<file path="src/logic/pagm_pkg.sv">
`default_nettype none
package pagm_pkg;
    // ------------------------------------------------------------
    // configuration constants and bit positions of the misc control word
    // ------------------------------------------------------------
    localparam int unsigned PAGM_MISC_WIDTH   = 16;
    localparam int unsigned PAGM_PARK_BIT     = 8;
    localparam int unsigned PAGM_EXT_ARB_BIT  = 9;
    localparam int unsigned PAGM_MASTERS      = 4;
    localparam logic [3:0]  PAGM_LINES_IDLE   = 4'hf;
    localparam logic [1:0]  PAGM_OWNER_RESET  = 2'h0;

    typedef enum logic [2:0] {
        PAGM_IDLE  = 3'h1,
        PAGM_GRANT = 3'h2,
        PAGM_PARK  = 3'h4
    } pagm_state_type;
endpackage
`default_nettype wire

</file>
<file path="src/logic/pagm_arbiter.sv">
`timescale 1ns/1ps
`default_nettype none
// Function
// internal mode drives all four grant lines
// external mode: grant 0 is an input
// external mode: grants 3..1 stay outputs
// control bit 9 selects arbiter mode
// control bit 8 parks on last master
// current master asserts initiator ready low
// exclusive master asserts open-drain lock line
// external mode: request 0 output, 3..1 inputs
// external masters request on own lines
// at most one grant asserted at once
module pagm_arbiter
    import pagm_pkg::*;
(
    input  wire logic                       core_clk,
    input  wire logic                       rst_b,
    input  wire logic                       clk_en,
    input  wire logic [PAGM_MISC_WIDTH-1:0] misc_ctrl,
    input  wire logic [3:0]                 bus_request_lines_b,
    input  wire logic [3:0]                 bus_grant_lines_in_b,
    output logic      [3:0]                 bus_grant_lines_b,
    output logic      [3:0]                 bus_grant_lines_oe,
    output logic                            bus_request_line0_b,
    output logic                            bus_request_line0_oe,
    input  wire logic                       own_bus_want,
    input  wire logic                       own_data_ready,
    input  wire logic                       own_lock_want,
    input  wire logic                       frame_active_b,
    input  wire logic                       initiator_ready_line_in_b,
    output logic                            initiator_ready_line_b,
    output logic                            initiator_ready_line_oe,
    output logic                            exclusive_lock_line_b,
    output logic                            exclusive_lock_line_oe,
    output logic                            own_bus_granted,
    input  wire logic [3:0]                 irq_lines_b,
    output logic      [3:0]                 irq_pending
);

    // ------------------------------------------------------------
    // pin synchronisers
    // ------------------------------------------------------------
    logic [3:0] req_meta, req_sync, gnt_meta, gnt_sync, irq_meta, irq_sync;
    logic       frm_meta, frm_sync, irdy_meta, irdy_sync;

    always_ff @(posedge core_clk or negedge rst_b) begin
        if (!rst_b) begin
            req_meta  <= PAGM_LINES_IDLE;
            req_sync  <= PAGM_LINES_IDLE;
            gnt_meta  <= PAGM_LINES_IDLE;
            gnt_sync  <= PAGM_LINES_IDLE;
            irq_meta  <= PAGM_LINES_IDLE;
            irq_sync  <= PAGM_LINES_IDLE;
            frm_meta  <= 1'b1;
            frm_sync  <= 1'b1;
            irdy_meta <= 1'b1;
            irdy_sync <= 1'b1;
        end else if (clk_en) begin
            req_meta  <= bus_request_lines_b;
            req_sync  <= req_meta;
            gnt_meta  <= bus_grant_lines_in_b;
            gnt_sync  <= gnt_meta;
            irq_meta  <= irq_lines_b;
            irq_sync  <= irq_meta;
            frm_meta  <= frame_active_b;
            frm_sync  <= frm_meta;
            irdy_meta <= initiator_ready_line_in_b;
            irdy_sync <= irdy_meta;
        end
    end

    // ------------------------------------------------------------
    // mode decode
    // ------------------------------------------------------------
    wire ext_mode = misc_ctrl[PAGM_EXT_ARB_BIT];
    wire park_en  = misc_ctrl[PAGM_PARK_BIT];
    // requests 3..1 ignored in external mode; they are pulled high
    wire [3:0] req_act = ext_mode ? 4'h0 : ~req_sync;
    // bus idle: no frame and no initiator ready seen
    wire bus_idle = frm_sync & irdy_sync;

    function automatic logic [1:0] pick(input logic [3:0] req,
                                        input logic [1:0] last);
        logic [1:0] idx;
        idx = last;
        // rotate from the master after the last owner for fairness
        for (int i = 4; i >= 1; i--) begin
            if (req[2'(int'(last) + i)]) begin
                idx = 2'(int'(last) + i);
            end
        end
        return idx;
    endfunction

    // ------------------------------------------------------------
    // internal arbiter
    // ------------------------------------------------------------
    pagm_state_type state, next_state;
    logic [1:0] owner;
    wire  [1:0] next_owner = pick(req_act, owner);
    wire        any_req    = |req_act;

    always_comb begin
        next_state = state;
        case (state)
            PAGM_IDLE: begin
                if (any_req && bus_idle) begin
                    next_state = PAGM_GRANT;
                end
            end
            PAGM_GRANT: begin
                // hold grant until owner drops request and bus is idle
                if (!req_act[owner] && bus_idle) begin
                    next_state = park_en ? PAGM_PARK : PAGM_IDLE;
                end
            end
            PAGM_PARK: begin
                if (any_req && bus_idle) begin
                    next_state = PAGM_GRANT;
                end
            end
            default: next_state = PAGM_IDLE;
        endcase
        if (ext_mode) begin
            next_state = PAGM_IDLE;
        end
    end

    wire       take    = (next_state == PAGM_GRANT) && (state != PAGM_GRANT);
    wire       grant_on = (next_state != PAGM_IDLE);
    // one-hot by construction: a single owner index decodes the line
    wire [3:0] next_gnt = grant_on ? ~(4'h1 << (take ? next_owner : owner))
                                   : PAGM_LINES_IDLE;

    always_ff @(posedge core_clk or negedge rst_b) begin
        if (!rst_b) begin
            state <= PAGM_IDLE;
            owner <= PAGM_OWNER_RESET;
        end else if (clk_en) begin
            state <= next_state;
            if (take) begin
                owner <= next_owner;
            end
        end
    end

    // ------------------------------------------------------------
    // pin drivers
    // ------------------------------------------------------------
    wire own_gnt   = ext_mode & ~gnt_sync[0];
    wire own_master = own_gnt & own_bus_want;
    wire own_ready  = own_master & own_data_ready;

    always_ff @(posedge core_clk or negedge rst_b) begin
        if (!rst_b) begin
            bus_grant_lines_b      <= PAGM_LINES_IDLE;
            bus_grant_lines_oe     <= PAGM_LINES_IDLE;
            bus_request_line0_b    <= 1'b1;
            bus_request_line0_oe   <= 1'b0;
            initiator_ready_line_b <= 1'b1;
            initiator_ready_line_oe <= 1'b0;
            exclusive_lock_line_b  <= 1'b1;
            exclusive_lock_line_oe <= 1'b0;
            own_bus_granted        <= 1'b0;
            irq_pending            <= 4'h0;
        end else if (clk_en) begin
            bus_grant_lines_b  <= ext_mode ? {3'h7, 1'b1} : next_gnt;
            bus_grant_lines_oe <= {3'h7, ~ext_mode};
            bus_request_line0_b  <= ~(ext_mode & own_bus_want);
            bus_request_line0_oe <= ext_mode;
            initiator_ready_line_b  <= ~own_ready;
            initiator_ready_line_oe <= own_master;
            // open drain: drive low only, else release
            exclusive_lock_line_b  <= 1'b0;
            exclusive_lock_line_oe <= own_master & own_lock_want;
            own_bus_granted        <= own_gnt;
            irq_pending            <= ~irq_sync;
        end
    end
endmodule // pagm_arbiter
`default_nettype wire

</file>
<file path="config.mk">
export PLATFORM = sky130hd
export DESIGN_NAME = pagm_arbiter
export DESIGN_NICKNAME = d
export VERILOG_FILES = /design/src/logic/pagm_pkg.sv /design/src/logic/pagm_arbiter.sv
export SDC_FILE = /design/constraint.sdc
export NUM_CORES = 1
export LEC_CHECK = 0
export BUFFER_PORTS_ARGS = -buffer_cell sky130_fd_sc_hd__buf_2
export CORE_MARGIN = 1.5
export CORE_UTILIZATION = 40
export DETAILED_ROUTE_END_ITERATION = 16
export GPL_TIMING_DRIVEN = 0
export PLACE_DENSITY = 0.7
export SLEW_MARGIN = 20
export SYNTH_ARGS = -nofsm -noshare
export SYNTH_HDL_FRONTEND = slang
export SYNTH_SLANG_ARGS = --single-unit
</file>
<file path="constraint.sdc">
create_clock -name core_clk -period 2.35 [get_ports core_clk]
set_input_delay 0.235 -clock core_clk [delete_from_list [all_inputs] [get_ports core_clk]]
set_output_delay 0.235 -clock core_clk [all_outputs]
set_load 0.02 [all_outputs]
</file>
==> results.sh <==
export IMPL_slew_headroom_pct=38.96
export IMPL_r2r_cells=5
export IMPL_min_path_type="primary input to asynchronous set/reset pin"
export IMPL_antenna_cells=0
export IMPL_finalSetupViolCount=0
export IMPL_die_height_um=72.34
export IMPL_tns_ps=0
export IMPL_avgRoutedWirePerCell_um=14.04
export IMPL_die_w_um=72.34
export IMPL_dieArea_mm2=0.005232
export IMPL_yosys_area_top_type_share_pct=42.36
export IMPL_drc_errors=0
export IMPL_ios=55
export IMPL_path_class="flop to flop"
export IMPL_ys_flop_type="dfstp_2"
export IMPL_post_cts_resized=0
export IMPL_drive_gt1_share_pct=54.36
export IMPL_end_kind="flop"
export IMPL_initial_core_util_pct=41.26
export IMPL_cts_hold_buf=0
export IMPL_hold_viol_final=0
export IMPL_fp_row_count=25
export IMPL_root_buffer="clkbuf_8"
export IMPL_insertion_delay_ps=290
export IMPL_viasPerCell=5.205
export IMPL_synth_cell_type_count=38
export IMPL_synth_most_common_cell="dfstp_2"
export IMPL_synth_area_leader_cell="dfstp_2"
export IMPL_synth_edff_count=0
export IMPL_grt_use_total_pct=14.62
export IMPL_syn_inst=153
export IMPL_synthArstFlopShare_pct=100.0
export IMPL_outcome="complete, no violations"
export IMPL_place_gp_congestion=0.8374
export IMPL_p_per_area_mw_per_mm2=819.4
export IMPL_fin_nets=230
export IMPL_synthTopCellsByCount="31 x dfstp_2, 24 x mux2_2, 12 x dfrtp_1, 12 x o21ai_0, 11 x nor2_1"
export IMPL_fmax_mhz=496.5
export IMPL_drt_total_wl_um=3496
export IMPL_fin_crit_ps=2014
export IMPL_synth_seq_area_share_pct=57.97
export IMPL_worst_pin_slew_ps=915.6
export IMPL_numCtsBuffers=5
export IMPL_firstDrtPassIters=4
export IMPL_grt_pass1_vias=1205
export IMPL_initialDrtViolationCount=65
export IMPL_worstPathArrival_ps=2240
export IMPL_antenna_found_initial=0
export IMPL_core_area_mm2=0.004661
export IMPL_synthTopCellsByArea="dfstp_2 42%, dfrtp_1 16%, mux2_2 14%"
export IMPL_io_buffers=32
export IMPL_rsz0062_at_grt="no"
export IMPL_start_kind="flop"
export IMPL_power_leakage_nw=0.9430
export IMPL_period_share_pct=85.71
export IMPL_overflow=0
export IMPL_cts_max_path_buffers=2
export IMPL_total_power_mw=1.854
export IMPL_post_cts_setup_buffers=0
export IMPL_required_ps=2570
export IMPL_clock_skew_ps=4.143
export IMPL_crit_path_max_fanout=6
export IMPL_ys_ff_latch=43
export IMPL_ir_drop_mv=0.3765
export IMPL_place_hpwl_um=2418
export IMPL_cts_sinks=43
export IMPL_grt_first_pass_wirelength_um=5782
export IMPL_ant_nets=0
export IMPL_avgSynthCellArea_um2=12.57
export IMPL_clkTransAtPathRegs_ps=80
export IMPL_synth_area_mm2=0.001923
export IMPL_area_delta_synth_final_pct=17.63
export IMPL_ys_warn_count=0
export IMPL_cap_violations=0
export IMPL_tritoncts="yes"
export IMPL_final_max_slew_violation_count=0
export IMPL_htreeDepth=2
export IMPL_grt_max_degree=44
export IMPL_vias=1296
## power by group
part | switching, mW | internal (mW) | leakage [nW] | total (mW)
clock | 0.246 | 0.267 | 0.0505 | 0.513
sequential | 0.0733 | 0.877 | 0.477 | 0.950
combinational | 0.209 | 0.181 | 0.415 | 0.390
total | 0.528 | 1.33 | 0.943 | 1.85
## sequential cells by signal (all words and copies together) (netlist names), 2 cells and up
signal             count
state                  3
irq_meta               4
irq_sync               4
req_meta               4
bus_grant_lines_b      4
req_sync               4
irq_pending            4
owner                  2
## layout make-up
cell class | count | area [um2]
multi-input combinational | 97 | 737.0
sequential | 43 | 1115
clock buffer | 7 | 96.34
timing repair buffer | 32 | 160.2
fill | 431 | 2399
inverter | 4 | 15.01
clock inverter | 1 | 7.507
buffer | 11 | 63.81
tap | 54 | 67.56
## per-layer routing
| metal | wire length [um] | vias up | global-route usage, % | share of wire [%] |
|---|---|---|---|---|
| met5 | 0 | - | 0 | 0 |
| met4 | 60 | 0 | 6.289 | 1.7 |
| met3 | 173 | 6 | 4.722 | 4.9 |
| met2 | 1591 | 27 | 22.33 | 46 |
| met1 | 1670 | 634 | 19.19 | 48 |
| li1 | - | 629 | - | - |
## cells in the final DEF (no fill, tap or decap), types with 2 or more instances in the layout
cell type	Yosys	final
nand2_1	8	8
mux2_2	24	24
dfstp_2	31	31
a31oi_1	4	4
nor2_1	11	11
clkbuf_8	1	8
o21bai_1	2	2
nand3_1	2	2
buf_4	3	3
inv_1	4	4
clkbuf_1	6	6
dfrtp_1	12	12
o21ai_0	12	12
nor2b_1	2	2
buf_2	1	33
o32a_1	2	2
conb_1	1	3
and2b_2	2	2
a21oi_1	4	4
o311ai_0	2	2
a22o_1	2	2
## cells by family after synthesis
group | share of synthesized area [%]
buf+inv | 4.098
simple gates | 9.760
flops | 57.97
mux | 15.22
compound gates | 12.30
xor+xnor | 0.4555
other cells | 0.1950
## worst max-delay path: stages, from the launching register on
cell	delay, ps
dfstp_2	550
nand2_1	130
nor4b_4	430
o311ai_1	210
a22o_1	290
o32a_1	330
## stage by stage
step	std cells	util, %	hold slack (ps)	area [um2]	setup slack [ps]
2_1_floorplan	155	-	-60.59	1931	528.9
3_3_place_gp	241	46.31	382.3	2158	375.0
3_5_place_dp	241	46.31	390.2	2158	379.5
4_1_cts	249	48.54	66.68	2262	320.3
5_1_grt	249	48.54	72.85	2262	234.8
6_report	249	48.54	73.00	2262	335.9
## final timing paths
path | start | slack (ps) | to
setup / recovery | irdy_sync | 340 | bus_grant_lines_b[0]
hold reg to reg | irq_pending[2] | 480 | irq_pending[2]
hold / removal | rst_b | 70 | exclusive_lock_line_oe
min in group core_clk | own_data_ready | 70 | initiator_ready_line_b
setup reg to reg | irdy_sync | 340 | bus_grant_lines_b[0]
max in group asynchronous | rst_b | 1710 | owner[0]
No activity file was read; power rests on OpenSTA's default activity.
